[config.mk]
export PLATFORM = sky130hd
export DESIGN_NAME = hsd_top
export DESIGN_NICKNAME = d
export VERILOG_FILES = /design/src/hsd_pkg.sv /design/src/hsd_sync.sv /design/src/hsd_chan.sv /design/src/hsd_top.sv
export VERILOG_INCLUDE_DIRS = /design/src
export SDC_FILE = /design/constraint.sdc
export NUM_CORES = 1
export LEC_CHECK = 0
export ABC_CLOCK_PERIOD_IN_PS = 5000
export BUFFER_PORTS_ARGS = -buffer_cell sky130_fd_sc_hd__buf_2
export CORE_ASPECT_RATIO = 0.7
export CORE_UTILIZATION = 30
export CTS_CLUSTER_SIZE = 30
export DETAILED_ROUTE_END_ITERATION = 12
export PLACE_DENSITY = 0.49
export SETUP_SLACK_MARGIN = 0.05
export SYNTH_ARGS = -nofsm -noshare
export SYNTH_HDL_FRONTEND = slang
export SYNTH_SLANG_ARGS = --single-unit
[constraint.sdc]
create_clock -name aclk -period 5 [get_ports aclk]
set_input_delay 0 -clock aclk [delete_from_list [all_inputs] [get_ports aclk]]
set_output_delay 0 -clock aclk [all_outputs]
set_load 0.02 [all_outputs]
[src/hsd_map.svh]
`ifndef HSD_MAP_SVH
`define HSD_MAP_SVH

// register byte offsets
`define HSD_OFF_CONFIG     8'h00
`define HSD_OFF_DATA       8'h04
`define HSD_OFF_TEST       8'h08
`define HSD_OFF_OL_STATUS  8'h0C
`define HSD_OFF_IRQ_EN     8'h10
`define HSD_OFF_IRQ_FLAGS  8'h14
`define HSD_OFF_ROUTE      8'h18

// field positions
`define HSD_CFG_EN_LSB     0
`define HSD_CFG_OLE_LSB    2
`define HSD_CFG_OCME_LSB   4
`define HSD_IE_OCIE_BIT    7
`define HSD_ROUTE_W        2

// reset values
`define HSD_RST_CONFIG     6'h00
`define HSD_RST_DATA       2'h0
`define HSD_RST_TEST       8'h00
`define HSD_RST_IRQ_EN     1'h0
`define HSD_RST_ROUTE      4'h0

// axi responses
`define HSD_RESP_OKAY      2'h0
`define HSD_RESP_SLVERR    2'h2

// timing: masking window after switch-on, rounded up to cycles
`define HSD_CLK_MHZ        200
`define HSD_OCM_TIME_NS    1000
`define HSD_OCM_CYCLES     ((`HSD_OCM_TIME_NS * `HSD_CLK_MHZ + 999) / 1000)

`endif

[src/hsd_pkg.sv]
`default_nettype none

package hsd_pkg;

    localparam int HSD_NCH = 2;

    // control source of one driver channel
    typedef enum logic [1:0] {
        HSD_SRC_REG   = 2'h0,
        HSD_SRC_TIMER = 2'h1,
        HSD_SRC_PWM   = 2'h2,
        HSD_SRC_REG2  = 2'h3
    } hsd_src_t;

    // comparator levels coming from the analog stages
    typedef struct packed {
        logic [1:0] oc_cmp;
        logic [1:0] ol_cmp;
    } hsd_ana_in_t;

    // controls going to the analog stages
    typedef struct packed {
        logic [1:0] drv_on;
        logic [1:0] bias_en;
        logic [1:0] ol_det_on;
        logic [7:0] test_bits;
    } hsd_ana_out_t;

    // routed switching sources
    typedef struct packed {
        logic [1:0] timer;
        logic [1:0] pwm;
    } hsd_route_in_t;

endpackage

`default_nettype wire

[src/hsd_sync.sv]
`timescale 1ns/1ps
`default_nettype none

// two-flop synchroniser for asynchronous comparator levels
module hsd_sync #(
    parameter int W = 4
) (
    input  wire logic         aclk,
    input  wire logic         aresetn,
    input  wire logic [W-1:0] d_async,
    output logic      [W-1:0] q
);
    logic [W-1:0] meta_ff;
    logic [W-1:0] q_ff;

    // first stage feeds only the second stage
    always_ff @(posedge aclk)
    begin
        if (!aresetn)
        begin
            meta_ff <= '0;
            q_ff    <= '0;
        end
        else
        begin
            meta_ff <= d_async;
            q_ff    <= meta_ff;
        end
    end

    assign q = q_ff;
endmodule // hsd_sync

`default_nettype wire

[src/hsd_chan.sv]
`timescale 1ns/1ps
`default_nettype none
`include "hsd_map.svh"

// one driver channel: switching, over-current latch, mask window, open load
module hsd_chan (
    input  wire logic aclk,
    input  wire logic aresetn,
    input  wire logic enable,
    input  wire logic src_on,
    input  wire logic mask_en,
    input  wire logic ol_det_en,
    input  wire logic oc_sync,
    input  wire logic ol_sync,
    input  wire logic flag_clr,
    output logic      drv_on,
    output logic      flag,
    output logic      ol_active,
    output logic      ol_status
);
    localparam int CW = $clog2(`HSD_OCM_CYCLES + 1);
    localparam logic [CW-1:0] MASK_LOAD = CW'(`HSD_OCM_CYCLES);

    logic          drv_ff;
    logic          flag_ff;
    logic          ol_ff;
    logic [CW-1:0] mask_cnt_ff;
    logic          want_on;
    logic          switch_on;
    logic          masking;
    logic          oc_event;
    logic          ol_window;

    // driver follows its source unless latched off
    assign want_on   = enable & src_on & ~flag_ff;
    assign switch_on = want_on & ~drv_ff;
    assign masking   = mask_en & (mask_cnt_ff != '0);
    assign oc_event  = oc_sync & drv_ff & ~masking;
    assign ol_window = enable & ol_det_en & ~src_on;

    // state of the channel; a new event beats a clear in the same cycle
    always_ff @(posedge aclk)
    begin
        if (!aresetn)
        begin
            drv_ff      <= 1'b0;
            flag_ff     <= 1'b0;
            ol_ff       <= 1'b0;
            mask_cnt_ff <= '0;
        end
        else
        begin
            drv_ff  <= want_on & ~oc_event;
            flag_ff <= oc_event | (flag_ff & ~flag_clr);
            ol_ff   <= ol_window & ol_sync;
            if (switch_on)
                mask_cnt_ff <= MASK_LOAD;
            else if (mask_cnt_ff != '0)
                mask_cnt_ff <= mask_cnt_ff - CW'(1);
        end
    end

    assign drv_on    = drv_ff;
    assign flag      = flag_ff;
    assign ol_active = ol_window;
    assign ol_status = ol_ff;
endmodule // hsd_chan

`default_nettype wire

[src/hsd_top.sv]
`timescale 1ns/1ps
`default_nettype none
`include "hsd_map.svh"

// Notes on behaviour
// - two drivers, register or routed source
// - driver follows its selected control source
// - test register writable only in special mode
// - test bits reach analog stages only
// - open-load status read only, per channel
// - open-load detect only enabled and undriven
// - open load when pin stays high
// - bit 7 enables over-current interrupt
// - over-current sets channel flag
// - write one clears flag, zero ignored
// - set flag forces driver off
// - cleared flag returns control to source
// - mask enable hides over-current after switch-on
// - mask enable writable only while disabled
// - interrupt only in run mode, flags kept
// - single interrupt from over-current only
// - driver enable bits bias drivers
// - open-load enable bits start detection
module hsd_top (
    input  wire logic                  aclk,
    input  wire logic                  aresetn,
    input  wire logic [7:0]            s_axi_awaddr,
    input  wire logic                  s_axi_awvalid,
    output logic                       s_axi_awready,
    input  wire logic [31:0]           s_axi_wdata,
    input  wire logic [3:0]            s_axi_wstrb,
    input  wire logic                  s_axi_wvalid,
    output logic                       s_axi_wready,
    output logic [1:0]                 s_axi_bresp,
    output logic                       s_axi_bvalid,
    input  wire logic                  s_axi_bready,
    input  wire logic [7:0]            s_axi_araddr,
    input  wire logic                  s_axi_arvalid,
    output logic                       s_axi_arready,
    output logic [31:0]                s_axi_rdata,
    output logic [1:0]                 s_axi_rresp,
    output logic                       s_axi_rvalid,
    input  wire logic                  s_axi_rready,
    input  wire logic                  special_mode,
    input  wire logic                  run_mode,
    input  wire hsd_pkg::hsd_route_in_t route_in,
    input  wire hsd_pkg::hsd_ana_in_t   ana_in,
    output hsd_pkg::hsd_ana_out_t       ana_out,
    output logic                       module_interrupt
);
    import hsd_pkg::*;

    // register address match, used by both read and write decode
    function automatic logic reg_hit(input logic [7:0] a, input logic [7:0] off);
        reg_hit = (a[7:2] == off[7:2]);
    endfunction

    // software-visible state
    logic [1:0]  driver_enable_bit_ff;
    logic [1:0]  open_load_detect_en_ff;
    logic [1:0]  overcurrent_mask_en_ff;
    logic [1:0]  driver_data_bit_ff;
    logic [7:0]  factory_test_reg_ff;
    logic        overcurrent_int_en_ff;
    hsd_src_t    route_sel_ff [HSD_NCH];
    localparam logic [3:0] RST_ROUTE = `HSD_RST_ROUTE;

    // bus slave state
    logic        awready_ff;
    logic        wready_ff;
    logic        aw_held_ff;
    logic        w_held_ff;
    logic [7:0]  waddr_ff;
    logic [31:0] wdata_ff;
    logic [3:0]  wstrb_ff;
    logic        bvalid_ff;
    logic [1:0]  bresp_ff;
    logic        arready_ff;
    logic        rvalid_ff;
    logic [31:0] rdata_ff;
    logic [1:0]  rresp_ff;
    logic        irq_ff;
    hsd_ana_out_t ana_ff;

    // channel wires
    logic [1:0]  src_on;
    logic [1:0]  drv_on;
    logic [1:0]  oc_flag;
    logic [1:0]  ol_active;
    logic [1:0]  open_load_bit;
    logic [1:0]  flag_clr;
    logic [1:0]  data_view;
    logic [3:0]  cmp_sync;

    // write decode
    logic        aw_take;
    logic        w_take;
    logic        do_write;
    logic [7:0]  wa;
    logic [31:0] wd;
    logic        wlane0;
    logic        wlane1;
    logic        wr_cfg;
    logic        wr_data;
    logic        wr_test;
    logic        wr_ie;
    logic        wr_if;
    logic        wr_route;
    logic        wr_ro;
    logic        w_mapped;
    logic [1:0]  nxt_mask_en;

    // read decode
    logic        ar_take;
    logic [7:0]  ra;
    logic [31:0] nxt_rdata;
    logic        r_mapped;
    logic        nxt_irq;

    // comparator levels cross into the bus clock first
    hsd_sync #(.W(4)) u_sync (
        .aclk    (aclk),
        .aresetn (aresetn),
        .d_async ({ana_in.oc_cmp, ana_in.ol_cmp}),
        .q       (cmp_sync)
    );

    // per-channel source selection and channel logic
    genvar gi;
    generate
        for (gi = 0; gi < HSD_NCH; gi++)
        begin : g_ch
            assign src_on[gi] =
                (route_sel_ff[gi] == HSD_SRC_TIMER) ? route_in.timer[gi] :
                (route_sel_ff[gi] == HSD_SRC_PWM)   ? route_in.pwm[gi]   :
                driver_data_bit_ff[gi];
            assign data_view[gi] = driver_enable_bit_ff[gi] ? src_on[gi]
                                                            : driver_data_bit_ff[gi];
            // a mask bit only takes a write while its driver is disabled
            assign nxt_mask_en[gi] = (wr_cfg && wlane0 && !driver_enable_bit_ff[gi])
                ? wd[`HSD_CFG_OCME_LSB + gi] : overcurrent_mask_en_ff[gi];
            assign flag_clr[gi] = wr_if & wlane0 & wd[gi];

            hsd_chan u_chan (
                .aclk      (aclk),
                .aresetn   (aresetn),
                .enable    (driver_enable_bit_ff[gi]),
                .src_on    (src_on[gi]),
                .mask_en   (overcurrent_mask_en_ff[gi]),
                .ol_det_en (open_load_detect_en_ff[gi]),
                .oc_sync   (cmp_sync[2 + gi]),
                .ol_sync   (cmp_sync[gi]),
                .flag_clr  (flag_clr[gi]),
                .drv_on    (drv_on[gi]),
                .flag      (oc_flag[gi]),
                .ol_active (ol_active[gi]),
                .ol_status (open_load_bit[gi])
            );
        end
    endgenerate

    // write channel: address and data taken in either order
    assign aw_take  = s_axi_awvalid & awready_ff;
    assign w_take   = s_axi_wvalid & wready_ff;
    assign do_write = aw_held_ff & w_held_ff & ~bvalid_ff;
    assign wa       = waddr_ff;
    assign wd       = wdata_ff;
    assign wlane0   = wstrb_ff[0];
    assign wlane1   = wstrb_ff[1];
    assign wr_cfg   = do_write & reg_hit(wa, `HSD_OFF_CONFIG);
    assign wr_data  = do_write & reg_hit(wa, `HSD_OFF_DATA);
    assign wr_test  = do_write & reg_hit(wa, `HSD_OFF_TEST);
    assign wr_ie    = do_write & reg_hit(wa, `HSD_OFF_IRQ_EN);
    assign wr_if    = do_write & reg_hit(wa, `HSD_OFF_IRQ_FLAGS);
    assign wr_route = do_write & reg_hit(wa, `HSD_OFF_ROUTE);
    assign wr_ro    = reg_hit(wa, `HSD_OFF_OL_STATUS);
    assign w_mapped = reg_hit(wa, `HSD_OFF_CONFIG) | reg_hit(wa, `HSD_OFF_DATA)
                    | reg_hit(wa, `HSD_OFF_TEST) | reg_hit(wa, `HSD_OFF_IRQ_EN)
                    | reg_hit(wa, `HSD_OFF_IRQ_FLAGS) | reg_hit(wa, `HSD_OFF_ROUTE)
                    | wr_ro;

    // read channel decode
    assign ar_take  = s_axi_arvalid & arready_ff;
    assign ra       = s_axi_araddr;
    assign r_mapped = reg_hit(ra, `HSD_OFF_CONFIG) | reg_hit(ra, `HSD_OFF_DATA)
                    | reg_hit(ra, `HSD_OFF_TEST) | reg_hit(ra, `HSD_OFF_OL_STATUS)
                    | reg_hit(ra, `HSD_OFF_IRQ_EN) | reg_hit(ra, `HSD_OFF_IRQ_FLAGS)
                    | reg_hit(ra, `HSD_OFF_ROUTE);
    assign nxt_rdata =
        reg_hit(ra, `HSD_OFF_CONFIG)    ? {26'h0, overcurrent_mask_en_ff,
                                           open_load_detect_en_ff, driver_enable_bit_ff} :
        reg_hit(ra, `HSD_OFF_DATA)      ? {30'h0, data_view} :
        reg_hit(ra, `HSD_OFF_TEST)      ? {24'h0, factory_test_reg_ff} :
        reg_hit(ra, `HSD_OFF_OL_STATUS) ? {30'h0, open_load_bit} :
        reg_hit(ra, `HSD_OFF_IRQ_EN)    ? {24'h0, overcurrent_int_en_ff, 7'h00} :
        reg_hit(ra, `HSD_OFF_IRQ_FLAGS) ? {30'h0, oc_flag} :
        reg_hit(ra, `HSD_OFF_ROUTE)     ? {28'h0, route_sel_ff[1], route_sel_ff[0]} :
        32'h0000_0000;

    // one interrupt line: any flag, enabled, and only while running
    assign nxt_irq = overcurrent_int_en_ff & (|oc_flag) & run_mode;

    // write address and data capture
    always_ff @(posedge aclk)
    begin
        if (!aresetn)
        begin
            awready_ff <= 1'b0;
            wready_ff  <= 1'b0;
            aw_held_ff <= 1'b0;
            w_held_ff  <= 1'b0;
            waddr_ff   <= 8'h00;
            wdata_ff   <= 32'h0000_0000;
            wstrb_ff   <= 4'h0;
        end
        else
        begin
            awready_ff <= ~aw_held_ff & ~aw_take & ~do_write;
            wready_ff  <= ~w_held_ff & ~w_take & ~do_write;
            if (aw_take)
            begin
                aw_held_ff <= 1'b1;
                waddr_ff   <= s_axi_awaddr;
            end
            else if (do_write)
                aw_held_ff <= 1'b0;
            if (w_take)
            begin
                w_held_ff <= 1'b1;
                wdata_ff  <= s_axi_wdata;
                wstrb_ff  <= s_axi_wstrb;
            end
            else if (do_write)
                w_held_ff <= 1'b0;
        end
    end

    // write response
    always_ff @(posedge aclk)
    begin
        if (!aresetn)
        begin
            bvalid_ff <= 1'b0;
            bresp_ff  <= `HSD_RESP_OKAY;
        end
        else if (do_write)
        begin
            bvalid_ff <= 1'b1;
            bresp_ff  <= w_mapped ? `HSD_RESP_OKAY : `HSD_RESP_SLVERR;
        end
        else if (s_axi_bready)
            bvalid_ff <= 1'b0;
    end

    // configuration, data and routing registers
    always_ff @(posedge aclk)
    begin
        if (!aresetn)
        begin
            {overcurrent_mask_en_ff, open_load_detect_en_ff, driver_enable_bit_ff}
                <= `HSD_RST_CONFIG;
            driver_data_bit_ff <= `HSD_RST_DATA;
            route_sel_ff[0] <= hsd_src_t'(RST_ROUTE[1:0]);
            route_sel_ff[1] <= hsd_src_t'(RST_ROUTE[3:2]);
        end
        else
        begin
            overcurrent_mask_en_ff <= nxt_mask_en;
            if (wr_cfg && wlane0)
            begin
                driver_enable_bit_ff   <= wd[`HSD_CFG_EN_LSB +: 2];
                open_load_detect_en_ff <= wd[`HSD_CFG_OLE_LSB +: 2];
            end
            // data bits clear while the device is stopped
            if (!run_mode)
                driver_data_bit_ff <= `HSD_RST_DATA;
            else if (wr_data && wlane0)
                driver_data_bit_ff <= wd[1:0];
            if (wr_route && wlane0)
            begin
                route_sel_ff[0] <= hsd_src_t'(wd[1:0]);
                route_sel_ff[1] <= hsd_src_t'(wd[3:2]);
            end
        end
    end

    // test and interrupt enable registers
    always_ff @(posedge aclk)
    begin
        if (!aresetn)
        begin
            factory_test_reg_ff   <= `HSD_RST_TEST;
            overcurrent_int_en_ff <= `HSD_RST_IRQ_EN;
        end
        else
        begin
            if (wr_test && wlane0 && special_mode)
                factory_test_reg_ff <= wd[7:0];
            if (wr_ie && wlane0)
                overcurrent_int_en_ff <= wd[`HSD_IE_OCIE_BIT];
        end
    end

    // read channel: answer one cycle after the address is taken
    always_ff @(posedge aclk)
    begin
        if (!aresetn)
        begin
            arready_ff <= 1'b0;
            rvalid_ff  <= 1'b0;
            rdata_ff   <= 32'h0000_0000;
            rresp_ff   <= `HSD_RESP_OKAY;
        end
        else
        begin
            arready_ff <= ~rvalid_ff & ~ar_take;
            if (ar_take)
            begin
                rvalid_ff <= 1'b1;
                rdata_ff  <= nxt_rdata;
                rresp_ff  <= r_mapped ? `HSD_RESP_OKAY : `HSD_RESP_SLVERR;
            end
            else if (s_axi_rready)
                rvalid_ff <= 1'b0;
        end
    end

    // registered controls toward the analog stages and interrupt
    always_ff @(posedge aclk)
    begin
        if (!aresetn)
        begin
            ana_ff <= '0;
            irq_ff <= 1'b0;
        end
        else
        begin
            ana_ff.drv_on    <= drv_on;
            ana_ff.bias_en   <= driver_enable_bit_ff;
            ana_ff.ol_det_on <= ol_active;
            ana_ff.test_bits <= factory_test_reg_ff;
            irq_ff           <= nxt_irq;
        end
    end

    assign s_axi_awready    = awready_ff;
    assign s_axi_wready     = wready_ff;
    assign s_axi_bvalid     = bvalid_ff;
    assign s_axi_bresp      = bresp_ff;
    assign s_axi_arready    = arready_ff;
    assign s_axi_rvalid     = rvalid_ff;
    assign s_axi_rdata      = rdata_ff;
    assign s_axi_rresp      = rresp_ff;
    assign ana_out          = ana_ff;
    assign module_interrupt = irq_ff;
endmodule // hsd_top

`default_nettype wire

==> run metrics <==
sequential area share after synthesis=47.7%; final hold violations=0; Reg clk slew, reported paths=0.06 ns; final instance area=5170 um2; WL final=9510 um; first-pass iteration count of the detailed router=4; Iter 0 DRT Violations=121; DP Area=4610 um2; H-tree depth=3; gr usage total=14.1%; DR top layer=met4; CTS tree=yes; Num Clock Sinks=98; logic gate share of total power=20.5%; crit path launch type=flop; most common cell after layout, fill and taps aside=dfxtp_1; Peak VDD IR=197 uV; Post-layout nets=605; Skew-Pair Late Insertion Delay=0.34 ns; Die H=101 um; final core utilization=38.6%; top_reg_cell synth=dfxtp_1; async set or reset register ratio after synthesis=0%; RSZ-0062 raised after global routing=false; ant diodes=0; most frequent cells in the layout=dfxtp_1, buf_2, nand2_1; Top Ports=125; total grt overflow=0; Leakage=2.13 nW; largest net degree at the start of global routing=46; area of the core=13400 um2; Clk pwr share=35.7%; number of setup violations in the final report=0; Pins Over Slew Limit=0; Mapped Avg Cell Area=9.35 um2; Setup crit end kind=flop; Reg power frac=43.8%; Post-Route Skew=0.00458 ns; DR DRC count=0; DRT met1 WL=4960 um; first-pass GRT wire length=15900 um; CP Class=flop to flop; TritonCTS buffer count=9; die width=143 um; Max FO, Critical Path=6; synth unique cells=54; total power draw=2.09 mW; WL met3=335 um; Mapped Cells=449; Worst EP arrival=2.17 ns; setup repair bufs after CTS=0; P_sw=0.579 mW; row count=35; Int Pwr=1.51 mW; WL/cell=13.1 um; Min Clock Period, post-route=1.97 ns; Netlist Area Pre-Place=4200 um2; Post-synth EDFFs=4; vias per cell=4.49; FMAX=506 MHz; clock buffer depth=2; Root Driver=clkbuf_16; Slew @ Worst Pin=0.999 ns; Final ANT Viol Nets=0; min-delay worst type=input pin to flop; status=finished clean; routed wl met2=4160 um; Sw Ratio=27.7%; Port Buffers=67; TNS Setup=0 ns; routed vias=3254; die footprint=14500 um2; area grow syn2layout=23.2%; share of cells above drive strength 1=17.3%; final RePlAce weighted congestion=0.765; Tcrit/Tclk final=39.5%; Final Non-Filler Cells=724; yosys warns=0; post-synthesis register bit count=98; number of placed cells counting well taps=684; DP Wirelength=7020 um; initial antenna violation count=0; PwrDens=403 nW/um2; vias in the first global route=3171; Worst Path Required=5.20 ns; Max-Slew Margin vs Limit=32.5%; max-cap violations=0; starting density of the core=31.3%
[worst paths after layout]
| path | startpoint | to | slack, ns | cells past startpoint |
|---|---|---|---|---|
| setup reg to reg | g_ch[1].u_chan.mask_cnt_ff[0] | g_ch[1].u_chan.drv_on | 3.03 | 6 |
| setup / recovery | g_ch[1].u_chan.mask_cnt_ff[0] | g_ch[1].u_chan.drv_on | 3.03 | 6 |
| hold reg to reg | u_sync.meta_ff[2] | u_sync.q[2] | 0.44 | 1 |
| hold / removal | s_axi_awvalid | wa[2] | 0.004 | 3 |
[flip-flops by register name (all words and copies together), names as in the netlist, 4 cells and up]
| signal | count |
|---|---|
| g_ch.u_chan.mask_cnt_ff | 16 |
| u_sync.meta_ff | 4 |
| s_axi_rdata | 8 |
| wd | 8 |
| wa | 6 |
| route_sel_ff | 4 |
| u_sync.q | 4 |
| ana_out | 14 |
| factory_test_reg_ff | 8 |
[cell type report]
type	instances	area, um2
sequential	98	2000
clock inverter	6	88.8
multi-input combinational	322	1990
clock buffer	10	239
inverter	11	41.3
fill	1414	8230
tap	185	231
timing repair buffer	92	583
[routing by layer]
| metal | vias up | track usage (%) |
|---|---|---|
| li1 | 1675 | - |
| met1 | 1524 | 19.5 |
| met2 | 49 | 21.7 |
| met3 | 6 | 3.61 |
| met4 | 0 | 3.44 |
| met5 | - | 0 |
[logic make-up after synthesis]
group                    after synthesis  synth area share (%)
AND/OR/NAND/NOR                      190                  24.9
flip-flops                            98                  47.7
AO/OA/AOI/OAI                         72                  12.1
buffers and inverters                 54                  7.21
multiplexers                          23                  5.57
XOR/XNOR                               9                  1.88
adder cells (fa/ha/maj)                2                 0.596
other                                  1                0.0893
[power by group through the flow]
stage	sequential (mW)	clock, mW	combinational, mW
4_1_cts	0.913	0.768	0.432
5_1_grt	0.926	0.800	0.484
6_report	0.914	0.745	0.429
3_3_place_gp	0.927	0	0.403
3_5_place_dp	0.930	0	0.417
2_1_floorplan	0.921	0	0.351
[critical path, stage by stage (launching register included)]
cell	delay, ns
dfxtp_1	0.32
inv_1	0.09
ha_1	0.18
or3b_1	0.46
or4b_4	0.55
a21oi_2	0.17
nor4b_1	0.06
[timing repair]
| item | in CTS | in global routing |
|---|---|---|
| resized for setup | 0 | 0 |
| hold buffers | 24 | 0 |
| endpoints found under the hold margin | 24 | 0 |
[per-stage QoR]
step                      setup WS (ns)  hold slack, ns
after global routing               2.88          0.0177
after floorplan                    3.14           0.127
after detailed placement           3.04           0.210
after global placement             3.07           0.207
after CTS                          3.03      0.00000713
final                              3.03         0.00405
[cell usage after synthesis (3+ instances only)]
library cell	count	area [um2]
nand4_1	4	25.0
a21oi_1	4	20.0
o21a_1	5	37.5
nand3b_1	4	30.0
nor2b_1	20	125
o21ai_0	11	55.1
nor2_1	20	75.1
and3b_1	4	35.0
nand2_1	53	199
mux2_2	3	33.8
edfxtp_1	4	120
o31ai_1	6	45.0
and3_1	5	31.3
nand2b_1	3	18.8
clkbuf_1	13	48.8
xnor2_1	7	61.3
nor4_1	4	25.0
a211oi_1	3	22.5
nand3_1	12	60.1
a21boi_0	23	173
inv_1	11	41.3
dfxtp_1	94	1880
buf_4	26	195
o211ai_1	5	37.5
and2_1	32	200
nor3_1	11	55.1
mux2i_1	20	200
a31oi_1	5	31.3
and4_1	4	35.0
No activity file was read; power rests on OpenSTA's default activity.
